## config.mk

```make
export PLATFORM = sky130hd
export DESIGN_NAME = pmrc_top
export DESIGN_NICKNAME = d
export VERILOG_FILES = /design/src/hdl/pmrc_pkg.sv /design/src/hdl/pmrc_tmr_if.sv /design/src/hdl/pmrc_timer.sv /design/src/hdl/pmrc_top.sv
export SDC_FILE = /design/constraint.sdc
export NUM_CORES = 1
export LEC_CHECK = 0
export BUFFER_PORTS_ARGS = -buffer_cell sky130_fd_sc_hd__buf_2
export CORE_MARGIN = 5
export CORE_UTILIZATION = 50
export DETAILED_ROUTE_END_ITERATION = 16
export PLACE_DENSITY_LB_ADDON = 0.3
export SYNTH_ARGS = -nofsm -noshare
export SYNTH_HDL_FRONTEND = slang
export SYNTH_SLANG_ARGS = --single-unit
```

## constraint.sdc

```tcl
create_clock -name clk_i -period 2.4 [get_ports clk_i]
set_clock_uncertainty 0.1 [all_clocks]
set_input_delay 0.12 -clock clk_i [delete_from_list [all_inputs] [get_ports clk_i]]
set_output_delay 0.12 -clock clk_i [all_outputs]
set_load 0.05 [all_outputs]
```

## src/hdl/pmrc_pkg.sv

```systemverilog
/*
  pmrc_pkg: constants and types shared by the power-mode and reset sequencer.
  Assumes a single free-running 200 MHz clock that keeps running while the core
  oscillator it controls is stopped.
*/
package pmrc_pkg;

  // =====================================================================
  // timing
  localparam int unsigned CLK_MHZ           = 200;
  localparam int unsigned POR_TIME_MS       = 128;
  // least time, exact at this rate
  localparam int unsigned POR_CYCLES        = POR_TIME_MS * 1000 * CLK_MHZ;
  localparam int unsigned OSC_SETTLE_CYCLES = 16;
  localparam int unsigned TMR_W             = 25;

  // =====================================================================
  // wake vectors
  localparam logic [15:0] VEC_INTERVAL = 16'h0053;
  localparam logic [15:0] VEC_SERIAL   = 16'h003b;
  localparam logic [15:0] VEC_EXT_ZERO = 16'h0003;

  // =====================================================================
  // pin widths and reset levels
  localparam int unsigned PORT_W      = 32;
  localparam int unsigned DAC_W       = 24;
  localparam logic [31:0] PORT_RESET  = 32'hffff_ffff;
  localparam logic [23:0] DAC_RESET   = 24'h00_0000;

  // =====================================================================
  // states and wake sources
  typedef enum logic [2:0] {
    PMRC_RESET    = 3'b000,
    PMRC_POR_WAIT = 3'b001,
    PMRC_NORMAL   = 3'b010,
    PMRC_IDLE     = 3'b011,
    PMRC_PDOWN    = 3'b100,
    PMRC_OSC_WAIT = 3'b101
  } pmrc_state_type;

  typedef enum logic [1:0] {
    WAKE_NONE     = 2'b00,
    WAKE_EXT_ZERO = 2'b01,
    WAKE_SERIAL   = 2'b10,
    WAKE_INTERVAL = 2'b11
  } pmrc_wake_type;

endpackage

```

## src/hdl/pmrc_tmr_if.sv

```systemverilog
/*
  pmrc_tmr_if: start/load/done bundle between the sequencer and its timer.
  Assumes both ends sit on the same clock.
*/
`timescale 1ns/1ps
`default_nettype none

interface pmrc_tmr_if;
  logic                      start;
  logic [pmrc_pkg::TMR_W-1:0] load;
  logic                      done;

  modport ctl (output start, output load, input done);
  modport tmr (input start, input load, output done);
endinterface

`default_nettype wire

```

## src/hdl/pmrc_timer.sv

```systemverilog
/*
  pmrc_timer: one-shot down counter; done pulses exactly load+1 cycles after the start pulse.
  Assumes load is at least one and start is a one-cycle pulse.
*/
`timescale 1ns/1ps
`default_nettype none

module pmrc_timer (
  input  wire logic clk_i,
  input  wire logic rst_i,
  pmrc_tmr_if.tmr   tif
);

  typedef struct packed {
    logic                       busy;
    logic [pmrc_pkg::TMR_W-1:0] cnt;
    logic                       done;
  } pmrc_tmr_state_type;

  pmrc_tmr_state_type q;
  pmrc_tmr_state_type d;

  // =====================================================================
  // count down
  always_comb
  begin
    d      = q;
    d.done = 1'b0;
    if (tif.start)
    begin
      d.busy = 1'b1;
      d.cnt  = tif.load;
    end
    else if (q.busy)
    begin
      if (q.cnt == pmrc_pkg::TMR_W'(1))
      begin
        d.busy = 1'b0;
        d.done = 1'b1;
      end
      d.cnt = q.cnt - pmrc_pkg::TMR_W'(1);
    end
  end

  // sync reset to idle
  always_ff @(posedge clk_i)
  begin
    if (rst_i)
      q <= '0;
    else
      q <= d;
  end

  assign tif.done = q.done;

endmodule

`default_nettype wire

```

## src/hdl/pmrc_top.sv

```systemverilog
/*
  pmrc_top: power-mode and reset sequencer of a small microcontroller.
  Assumes clk_i never stops; osc_en_o gates the core oscillator elsewhere.
  Supply comparators and the reset pin are asynchronous and synchronised here;
  request and interrupt inputs come from logic on clk_i.
*/
// What this block does
// [RL1] software request moves normal operation into idle or full power-down
// [RL2] idle keeps oscillator running, gates clock to the core only
// [RL3] idle keeps peripheral clocks running
// [RL4] idle holds port and converter outputs at their entry values
// [RL5] idle ends on any enabled interrupt or hardware reset
// [RL6] power-down stops oscillator and all peripheral clocks
// [RL7] power-down holds port levels, converter output goes high impedance
// [RL8] reset pin during power-down resets all and restarts at reset vector
// [RL9] supply cycling resets all, execution starts about 128 ms later
// [RL10] interval counter interrupt ends power-down and is serviced
// [RL11] return from wake routine resumes after the power-down instruction
// [RL12] serial interrupt wakes only with serial wake enable set
// [RL13] external interrupt zero wakes only with its wake enable set
// [RL14] below upper supply threshold hold reset, then 128 ms timer
// [RL15] falling supply keeps reset until below the 1 V threshold
// [RL16] wake service pushes pc and loads the source's vector
// [RL17] other sources never wake power-down; oscillator restarts before service
`timescale 1ns/1ps
`default_nettype none

module pmrc_top #(
  parameter int unsigned POR_CYCLES = pmrc_pkg::POR_CYCLES
) (
  input  wire logic        clk_i,
  input  wire logic        rst_i,
  input  wire logic        reset_pin_n_i,
  input  wire logic        supply_above_hi_i,
  input  wire logic        supply_above_lo_i,
  input  wire logic        idle_req_i,
  input  wire logic        pdown_req_i,
  input  wire logic [15:0] next_pc_i,
  input  wire logic        interrupt_return_i,
  input  wire logic        any_enabled_irq_i,
  input  wire logic        serial_wake_enable_i,
  input  wire logic        ext_int_wake_enable_i,
  input  wire logic        interval_counter_irq_i,
  input  wire logic        two_wire_irq_i,
  input  wire logic        serial_periph_irq_i,
  input  wire logic        ext_int_zero_flag_i,
  input  wire logic [31:0] port_i,
  input  wire logic [23:0] dac_i,
  output logic             chip_reset_o,
  output logic             core_clk_en_o,
  output logic             periph_clk_en_o,
  output logic             osc_en_o,
  output logic [31:0]      port_o,
  output logic [23:0]      dac_o,
  output logic             dac_oe_o,
  output logic             push_pc_o,
  output logic [15:0]      pushed_pc_o,
  output logic             vector_load_o,
  output logic [15:0]      vector_o,
  output logic             resume_load_o,
  output logic [15:0]      resume_pc_o
);

  typedef struct packed {
    pmrc_pkg::pmrc_state_type   state;
    pmrc_pkg::pmrc_wake_type    wake;
    logic                       por_pend;
    logic                       in_isr;
    logic [15:0]                ret_pc;
    logic [1:0]                 pin_s;
    logic [1:0]                 hi_s;
    logic [1:0]                 lo_s;
    logic                       rst;
    logic                       core_en;
    logic                       per_en;
    logic                       osc_en;
    logic [31:0]                port;
    logic [23:0]                dac;
    logic                       dac_oe;
    logic                       push;
    logic                       vec_ld;
    logic [15:0]                vec;
    logic                       res_ld;
    logic [15:0]                res_pc;
    logic                       t_start;
    logic [pmrc_pkg::TMR_W-1:0] t_load;
  } pmrc_top_state_type;

  pmrc_top_state_type q;
  pmrc_top_state_type d;
  pmrc_tmr_if         tif ();

  logic wk_ext;
  logic wk_ser;
  logic wk_tic;

  // =====================================================================
  // wake qualification
  assign wk_ext = ext_int_zero_flag_i & ext_int_wake_enable_i;                   // RL13
  assign wk_ser = (two_wire_irq_i | serial_periph_irq_i) & serial_wake_enable_i; // RL12
  assign wk_tic = interval_counter_irq_i;                                        // RL10

  // =====================================================================
  // sequencer next state
  always_comb
  begin
    d         = q;
    d.pin_s   = {q.pin_s[0], reset_pin_n_i};
    d.hi_s    = {q.hi_s[0], supply_above_hi_i};
    d.lo_s    = {q.lo_s[0], supply_above_lo_i};
    d.push    = 1'b0;
    d.vec_ld  = 1'b0;
    d.res_ld  = 1'b0;
    d.t_start = 1'b0;
    case (q.state)
      pmrc_pkg::PMRC_RESET:
      begin
        if (!q.pin_s[1])
          d.state = pmrc_pkg::PMRC_RESET;
        else if (!q.por_pend)
        begin
          d.state = pmrc_pkg::PMRC_NORMAL;                         // RL8
          d.rst   = 1'b0;
        end
        else if (q.hi_s[1])
        begin
          // supply has crossed the upper threshold: run the settle timer
          d.state   = pmrc_pkg::PMRC_POR_WAIT;                     // RL14
          d.t_start = 1'b1;
          d.t_load  = pmrc_pkg::TMR_W'(POR_CYCLES);
        end
      end
      pmrc_pkg::PMRC_POR_WAIT:
      begin
        if (!q.hi_s[1])
          d.state = pmrc_pkg::PMRC_RESET;                          // RL14
        else if (tif.done)
        begin
          d.state    = pmrc_pkg::PMRC_NORMAL;                      // RL9
          d.por_pend = 1'b0;
          d.rst      = 1'b0;
        end
      end
      pmrc_pkg::PMRC_NORMAL:
      begin
        d.port   = port_i;
        d.dac    = dac_i;
        d.dac_oe = 1'b1;
        if (interrupt_return_i && q.in_isr)
        begin
          d.res_ld = 1'b1;                                         // RL11
          d.res_pc = q.ret_pc;
          d.in_isr = 1'b0;
        end
        if (pdown_req_i)
        begin
          // pins freeze at their last driven value, converter floats
          d.state   = pmrc_pkg::PMRC_PDOWN;                        // RL1
          d.ret_pc  = next_pc_i;
          d.core_en = 1'b0;
          d.per_en  = 1'b0;                                        // RL6
          d.osc_en  = 1'b0;
          d.port    = q.port;                                      // RL7
          d.dac     = q.dac;
          d.dac_oe  = 1'b0;
        end
        else if (idle_req_i)
        begin
          d.state   = pmrc_pkg::PMRC_IDLE;                         // RL1
          d.core_en = 1'b0;                                        // RL2
          d.port    = q.port;                                      // RL4
          d.dac     = q.dac;
        end
      end
      pmrc_pkg::PMRC_IDLE:
      begin
        // peripherals and oscillator untouched while idle          // RL3
        if (any_enabled_irq_i)
        begin
          d.state   = pmrc_pkg::PMRC_NORMAL;                       // RL5
          d.core_en = 1'b1;
        end
      end
      pmrc_pkg::PMRC_PDOWN:
      begin
        // apart from reset, only the three qualified sources end power-down
        if (wk_ext || wk_ser || wk_tic)                            // RL17
        begin
          d.state   = pmrc_pkg::PMRC_OSC_WAIT;
          d.osc_en  = 1'b1;
          d.t_start = 1'b1;
          d.t_load  = pmrc_pkg::TMR_W'(pmrc_pkg::OSC_SETTLE_CYCLES);
          if (wk_ext)
            d.wake = pmrc_pkg::WAKE_EXT_ZERO;
          else if (wk_ser)
            d.wake = pmrc_pkg::WAKE_SERIAL;
          else
            d.wake = pmrc_pkg::WAKE_INTERVAL;
        end
      end
      pmrc_pkg::PMRC_OSC_WAIT:
      begin
        // core stays stopped until the oscillator has settled
        if (tif.done)                                              // RL17
        begin
          d.state   = pmrc_pkg::PMRC_NORMAL;
          d.core_en = 1'b1;
          d.per_en  = 1'b1;
          d.dac_oe  = 1'b1;
          d.push    = 1'b1;                                        // RL16
          d.vec_ld  = 1'b1;
          d.in_isr  = 1'b1;
          case (q.wake)
            pmrc_pkg::WAKE_EXT_ZERO: d.vec = pmrc_pkg::VEC_EXT_ZERO;
            pmrc_pkg::WAKE_SERIAL:   d.vec = pmrc_pkg::VEC_SERIAL;
            default:                 d.vec = pmrc_pkg::VEC_INTERVAL;
          endcase
        end
      end
      default:
        d.state = pmrc_pkg::PMRC_RESET;
    endcase
    // reset sources override every state; low supply beats the pin
    if (!q.lo_s[1] || !q.pin_s[1])
    begin
      d.state   = pmrc_pkg::PMRC_RESET;                            // RL8
      d.rst     = 1'b1;
      d.core_en = 1'b1;
      d.per_en  = 1'b1;
      d.osc_en  = 1'b1;
      d.port    = pmrc_pkg::PORT_RESET;
      d.dac     = pmrc_pkg::DAC_RESET;
      d.dac_oe  = 1'b0;
      d.in_isr  = 1'b0;
      d.push    = 1'b0;
      d.vec_ld  = 1'b0;
      d.res_ld  = 1'b0;
      d.t_start = 1'b0;
      if (!q.lo_s[1])
        d.por_pend = 1'b1;                                         // RL15
    end
  end

  // =====================================================================
  // state register; comparators read low at reset, so POR runs first
  always_ff @(posedge clk_i)
  begin
    if (rst_i)
    begin
      q          <= '0;
      q.state    <= pmrc_pkg::PMRC_RESET;
      q.por_pend <= 1'b1;
      q.rst      <= 1'b1;
      q.core_en  <= 1'b1;
      q.per_en   <= 1'b1;
      q.osc_en   <= 1'b1;
      q.port     <= pmrc_pkg::PORT_RESET;
    end
    else
      q <= d;
  end

  pmrc_timer u_timer (
    .clk_i (clk_i),
    .rst_i (rst_i),
    .tif   (tif.tmr)
  );

  assign tif.start       = q.t_start;
  assign tif.load        = q.t_load;
  assign chip_reset_o    = q.rst;
  assign core_clk_en_o   = q.core_en;
  assign periph_clk_en_o = q.per_en;
  assign osc_en_o        = q.osc_en;
  assign port_o          = q.port;
  assign dac_o           = q.dac;
  assign dac_oe_o        = q.dac_oe;
  assign push_pc_o       = q.push;
  assign pushed_pc_o     = q.ret_pc;
  assign vector_load_o   = q.vec_ld;
  assign vector_o        = q.vec;
  assign resume_load_o   = q.res_ld;
  assign resume_pc_o     = q.res_pc;

  // =====================================================================
  // checks
  a_idle_core_gated: assert property (@(posedge clk_i) disable iff (rst_i) // RL2
    q.state == pmrc_pkg::PMRC_IDLE |-> !core_clk_en_o && periph_clk_en_o && osc_en_o)
    else $error("idle clocks wrong");

  a_idle_pins_held: assert property (@(posedge clk_i) disable iff (rst_i) // RL4
    q.state == pmrc_pkg::PMRC_IDLE && $past(q.state) == pmrc_pkg::PMRC_IDLE
      |-> $stable(port_o) && $stable(dac_o))
    else $error("pins moved in idle");

  a_pdown_all_off: assert property (@(posedge clk_i) disable iff (rst_i) // RL6
    q.state == pmrc_pkg::PMRC_PDOWN |-> !osc_en_o && !periph_clk_en_o && !dac_oe_o
      && $stable(port_o))
    else $error("power-down outputs wrong");

  a_pdown_entry: assert property (@(posedge clk_i) disable iff (rst_i) // RL1
    q.state == pmrc_pkg::PMRC_NORMAL && pdown_req_i && q.lo_s[1] && q.pin_s[1]
      |=> q.state == pmrc_pkg::PMRC_PDOWN && pushed_pc_o == $past(next_pc_i))
    else $error("power-down not entered");

  a_idle_exit: assert property (@(posedge clk_i) disable iff (rst_i) // RL5
    q.state == pmrc_pkg::PMRC_IDLE && any_enabled_irq_i && q.lo_s[1] && q.pin_s[1]
      |=> q.state == pmrc_pkg::PMRC_NORMAL && core_clk_en_o)
    else $error("idle not left");

  a_pin_reset_hold: assert property (@(posedge clk_i) disable iff (rst_i) // RL8
    !q.pin_s[1] |=> chip_reset_o && q.state == pmrc_pkg::PMRC_RESET)
    else $error("reset pin ignored");

  a_low_supply_hold: assert property (@(posedge clk_i) disable iff (rst_i) // RL15
    !q.lo_s[1] |=> chip_reset_o && q.por_pend)
    else $error("low supply ignored");

  a_no_stray_wake: assert property (@(posedge clk_i) disable iff (rst_i) // RL17
    q.state == pmrc_pkg::PMRC_PDOWN && !wk_ext && !wk_ser && !wk_tic
      && q.lo_s[1] && q.pin_s[1] |=> q.state == pmrc_pkg::PMRC_PDOWN)
    else $error("stray wake");

  a_wake_vector: assert property (@(posedge clk_i) disable iff (rst_i) // RL16
    vector_load_o |-> push_pc_o && osc_en_o && $past(osc_en_o, 16)
      && (vector_o == pmrc_pkg::VEC_EXT_ZERO || vector_o == pmrc_pkg::VEC_SERIAL
      || vector_o == pmrc_pkg::VEC_INTERVAL))
    else $error("bad wake vector");

  a_wake_latency: assert property (@(posedge clk_i) disable iff (rst_i) // RL10
    q.state == pmrc_pkg::PMRC_PDOWN && wk_tic && !wk_ext && !wk_ser
      && q.lo_s[1] && q.pin_s[1]
      |-> ##19 vector_load_o && vector_o == pmrc_pkg::VEC_INTERVAL)
    else $error("interval wake late");

  a_resume_pc: assert property (@(posedge clk_i) disable iff (rst_i) // RL11
    resume_load_o |-> resume_pc_o == pushed_pc_o && !q.in_isr)
    else $error("resume pc wrong");

endmodule

`default_nettype wire

```

# After elaboration in Yosys (flattened, before gate mapping)
# Index checks and enable logic that the tools add are counted.
# word_totals
rom_bits	0
ff_bits	178
mem_bits_rw	0
wordCells	133
output_inout_bits	112
latchBits	0
memories	0
inputBits	87
# classes
n_mux	48
n_addsub	1
n_shift	0
order_cmp	0
reduce_logical	30
div_mod_pow	0
bitwise	8
n_eq_ne	21
n_mul	0
# ops
op	count
$mux 26	5
$pmux 26 s2	1
$mux 27	1
$eq 25x1->1 const B	1
$sub 25x1->25 const B	1
$mux 3	8
$mux 19	1
$mux 1	18
$ne 2x2->1 const B	9
$pmux 3 s6	1
$mux 17	1
$pmux 7 s2	1
$reduce_and 3->1	4
$pmux 1 s2	5
$reduce_and 2->1	5
$reduce_and 5->1	2
$reduce_bool 2->1	5
$reduce_or 3->1	3
$mux 2	4
$reduce_and 4->1	2
$eq 3x2->1 const B	2
$eq 3x3->1 const B	2
$mux 5	1
$not 1->1	5
15 further kinds	20

# Depth between registers and ports, before layout
# depth
depth_word	6
depth_mapped	7
mapped_depth_nobuf	6

# Hierarchy
# Synthesis repeated with hierarchy kept, for this count alone.
# hier_totals
hier_cells	775
hier_area_um2	6456.2
# by_module_without_submodules
module	cells_per_inst	instances	seq_area_each_um2	area_each_um2
pmrc_top	601	1	2302.2	4988.5
pmrc_timer	174	1	540.5	1467.7

# Least setup slack after synthesis
# OpenSTA, ideal clock, no wires.
# synth_path
path_type	register -> register
startpoint	register u_timer.q[14] (netlist name)
endpoint	register u_timer.q[23] (netlist name)
path_stages_with_launch	7
slack_ns	0.304
n_path_buf	2
arrival_ns	1.925
required_time_ns	2.229
setup_ns	0.071
synth_period_minus_slack_ns	2.096
path_cell_list	dfxtp_1 > or4_4 > or2_0 > buf_2 > buf_6 > or4_1 > a21oi_1
# synth_via
elab_chain_cells	3
# synth_rtl
element	line_no	text
from (decl)	pmrc_timer.sv:20	pmrc_tmr_state_type q;
from (signal assigned)	pmrc_timer.sv:49	q <= '0;
from (signal assigned)	pmrc_timer.sv:51	q <= d;
$sub 25x1->25	pmrc_timer.sv:41	d.cnt = q.cnt - pmrc_pkg::TMR_W'(1);
$mux 27	pmrc_timer.sv:34	else if (q.busy)
$mux 26	pmrc_timer.sv:29	if (tif.start)
# Every way passes these cells. The select of a mux whose other input is x is not followed.
# A chain may end at the register's enable or synchronous reset.

# Worst setup path after layout
# layout_path
startpoint	register u_timer.q[14] (netlist name)
endpoint	register u_timer.q (netlist bit u_timer.tif.done)
# layout_via
elab_chain_cells	2
# layout_rtl
element	line_no	text
$eq 25x1->1	pmrc_timer.sv:36	if (q.cnt == pmrc_pkg::TMR_W'(1))
$mux 1	pmrc_timer.sv:36	
# Every way passes these cells.

==> summary.md <==
| Metric | Value |
|---|---|
| Chip width | 121.2 microns |
| Reg2Reg Depth | 4 |
| Clock transition at path regs | 0.06 ns |
| Clk Latency, worst-skew pair | 0.41 ns |
| TritonCTS Buffers | 17 |
| WHS Path Cells | 4 |
| Register share of total power | 44.5% |
| Asr flop ratio synth | 0% |
| Routability cong. | 0.7749 |
| Gate Count Post-Synth | 760 |
| Post-CTS Setup Repair Bufs | 0 |
| Antenna violations before repair | 0 |
| Final slew viol count | 0 |
| Headroom to the max-slew limit | 50.43% |
| Layout area overhead | 30.57% |
| Initial DRC Count | 270 |
| Placed cell areas | 6596 sq um |
| Initial core utilization | 51.24% |
| Fillers | 1003 |
| Internal Power | 0.004246 W |
| WP data arrival | 2.42 ns |
| Power Total | 0.005318 W |
| First-pass DRT Iterations | 6 |
| First-pass GRT wire length | 25160 microns |
| Core box area | 12060 sq um |
| WL final | 15710 microns |
| Crit path capture type | flop |
| Outcome | finished, final reports clean |
| Dpl ws | 0.1303 ns |
| CP startpoint kind | flop |
| Fin nets | 1025 |
| Buffers on Ports | 188 |
| Hold Fails Final Rpt | 0 |
| Leakage | 3.404 nW |
| Total GRT Usage | 21.14% |
| Avg Synthesized Cell Area | 8.133 sq um |
| Number of global-route vias before repair | 5422 |
| Clk sinks | 142 |
| DRC | 0 |
| CTS tree | done |
| Post-route ant nets | 0 |
| Count of unique library cells instantiated by Yosys | 51 |
| CTS HTree Levels | 4 |
| R2r startpoint | u_timer.q[14] |
| Number of flops mapped to enable cells by yosys | 0 |
| CTS max path bufs | 2 |
| HP Start | idle_req_i |
| Fin area | 8070 sq um |
| Setup TNS | 0 ns |
| Hold Crit Class | in -> reg |
| CTS Root Cell | clkbuf_16 |
| Psw | 0.001071 W |
| Clock power share | 50.7% |
| End of the worst register-to-register path | u_timer.tif.done |
| IR drop worst, VDD | 0.4721 mV |
| Share of layout cells above drive strength 1 | 26.72% |
| Synth Warn # | 0 |
| Pwr Density | 658.9 nW/um^2 |
| Switch share | 20.15% |
| Yosys reg bits | 142 |
| Top Ports | 199 |
| CP required | 2.63 ns |
| Fin crit period | 2.195 ns |
| Dpl hpwl | 10080 microns |
| Crit Path Max Fanout | 15 |
| Die footprint | 14690 sq um |
| WHS Endpoint | core_clk_en_o |
| Wire length per cell | 14.08 microns |
| Top post-synthesis cells by area | dfxtp_1, buf_4, nand2_1 |
| RSZ-0062 raised after global routing | no |
| Grt ovf | 0 |
| Largest net degree at the start of global routing | 47 |
| Fin worst setup slack | 0.2047 ns |
| DR vias | 5554 |
| Die Height | 121.2 microns |
| Worst-margin pin slew | 0.7357 ns |
| Fin crit share | 91.47% |
| Max Freq | 0.4555 GHz |
| # rows | 40 |
| Synth Cell Area | 6181 sq um |
| Crit Path Class | reg -> reg |
| Worst reg-to-reg setup slack | 0.20 ns |
| Most used DFF post-synth | dfxtp_1 |
| Register area share after synthesis | 45.99% |
| Logic gate share of total power | 4.8% |
| Synth top area share | 45.99% |
| Setup violators final | 0 |
| Largest area contributor in the netlist | dfxtp_1 |
| Max cap viols | 0 |
| Hold_ws | 0.06007 ns |
| Drt via density | 4.977 |
==> power by group through the flow <==
stage | clock [W] | combinational, W | sequential [W]
final | 0.00270 | 0.000256 | 0.00237
after global routing | 0.00285 | 0.000276 | 0.00236
after CTS | 0.00274 | 0.000250 | 0.00236
after detailed placement | 0 | 0.000145 | 0.00242
after global placement | 0 | 0.000145 | 0.00242
after floorplan | 0 | 0.0000791 | 0.00242
==> critical path: stages, from the launching register on <==
cell and delay [ns]:
dfxtp_1 0.34, or4_4 0.55, or2_1 0.39, or4_1 0.57, nor3_1 0.16
==> synthesized netlist by cell type (5+ instances only) <==
cell      count
o31ai_1      10
nand3_1      40
nor2_1       26
o21ai_0       7
xor2_1        7
clkbuf_1     36
dfxtp_1     142
a21oi_1      77
nand4b_1      6
nor2b_1       7
a211oi_1      5
nand2_1     195
inv_1        12
a31oi_1       5
or4_1         9
buf_4       105
nor3_1        9
==> registers in the layout (all words and copies together), names as in the netlist, 2 cells and up <==
name,count
d,3
dac_o,24
port_o,32
pushed_pc_o,16
q,10
resume_pc_o,16
tif.load,2
u_timer.q,26
vector_o,4
==> metal layers <==
| layer | vias to the layer above | part of all wire, % | global-route usage [%] |
|---|---|---|---|
| met1 | 2546 | 40 | 24.06 |
| met4 | 0 | 4.0 | 11.69 |
| met3 | 51 | 5.4 | 4.382 |
| met5 | - | 0 | 0 |
| met2 | 182 | 51 | 36.85 |
| li1 | 2775 | - | - |
==> worst max path at each step <==
stage,from,endpoint,cells past startpoint
3_5_place_dp,u_timer.q[14],u_timer.tif.done,4
2_1_floorplan,u_timer.q[14],u_timer.q[23],6
3_3_place_gp,u_timer.q[14],u_timer.tif.done,4
4_1_cts,u_timer.q[14],u_timer.tif.done,4
5_1_grt,q[150],q[147],5
6_report,u_timer.q[14],u_timer.tif.done,4
==> placed cells by master, fill, tap and decap left out, types with 3 or more instances in the layout <==
cell           count
nand4_1            4
xor2_1             7
or2_2              3
bufinv_16          3
or3_1              4
inv_1             12
clkinvlp_4         3
buf_2            188
clkinv_2           5
nand3b_1           4
a21oi_1           77
dlygate4sd3_1     84
conb_1            10
or4_1              9
xnor2_1            4
dfxtp_1          142
o21ai_0            7
clkbuf_8           4
a211oi_1           5
buf_4             16
a31oi_1            5
nand3_1           40
nor2_1            26
nand2b_1           4
ha_1               4
nor3_1             8
nor2b_1            7
nand4b_1           6
nand2_1          194
clkbuf_16         17
o31ai_1           10
==> area by class of cell <==
cell class              count  area [sq um]  area share (%)
well taps                 168         210.2           2.605
flip-flops and latches    142          2843           35.22
repair buffers            290          1942           24.06
clock inverters            11         137.6           1.705
clock buffers              21         480.5           5.953
diodes                      1         2.502         0.03101
inverters                  12         45.04          0.5581
multi-input cells         471          2410           29.86
==> stage by stage <==
step,std cells,util (%)
finish,1116,66.91
global route,1115,66.89
CTS,1115,66.78
detailed placement,999,54.69
global placement,999,54.69
floorplan,769,-
==> timing repair <==
item / 4_1_cts / 5_1_grt
hold buffers: 84 / 0
setup endpoints to repair: 0 / 6
hold endpoints to repair: 83 / 0
resized for setup: 0 / 2
==> cells by family (layout without fill, tap and decap cells) <==
logic type	count (synthesis)	after routing	share of synthesized area, %
AOI/OAI and AO/OA	115	115	10.75
buffers and inverters	156	334	15.99
adders and majority gates	4	4	0.8097
xor gates and xnor gates	11	11	1.559
and+or+nand+nor	331	331	24.84
other	1	11	0.06067
DFF	142	142	45.99
(Power assumes the default switching activity.)
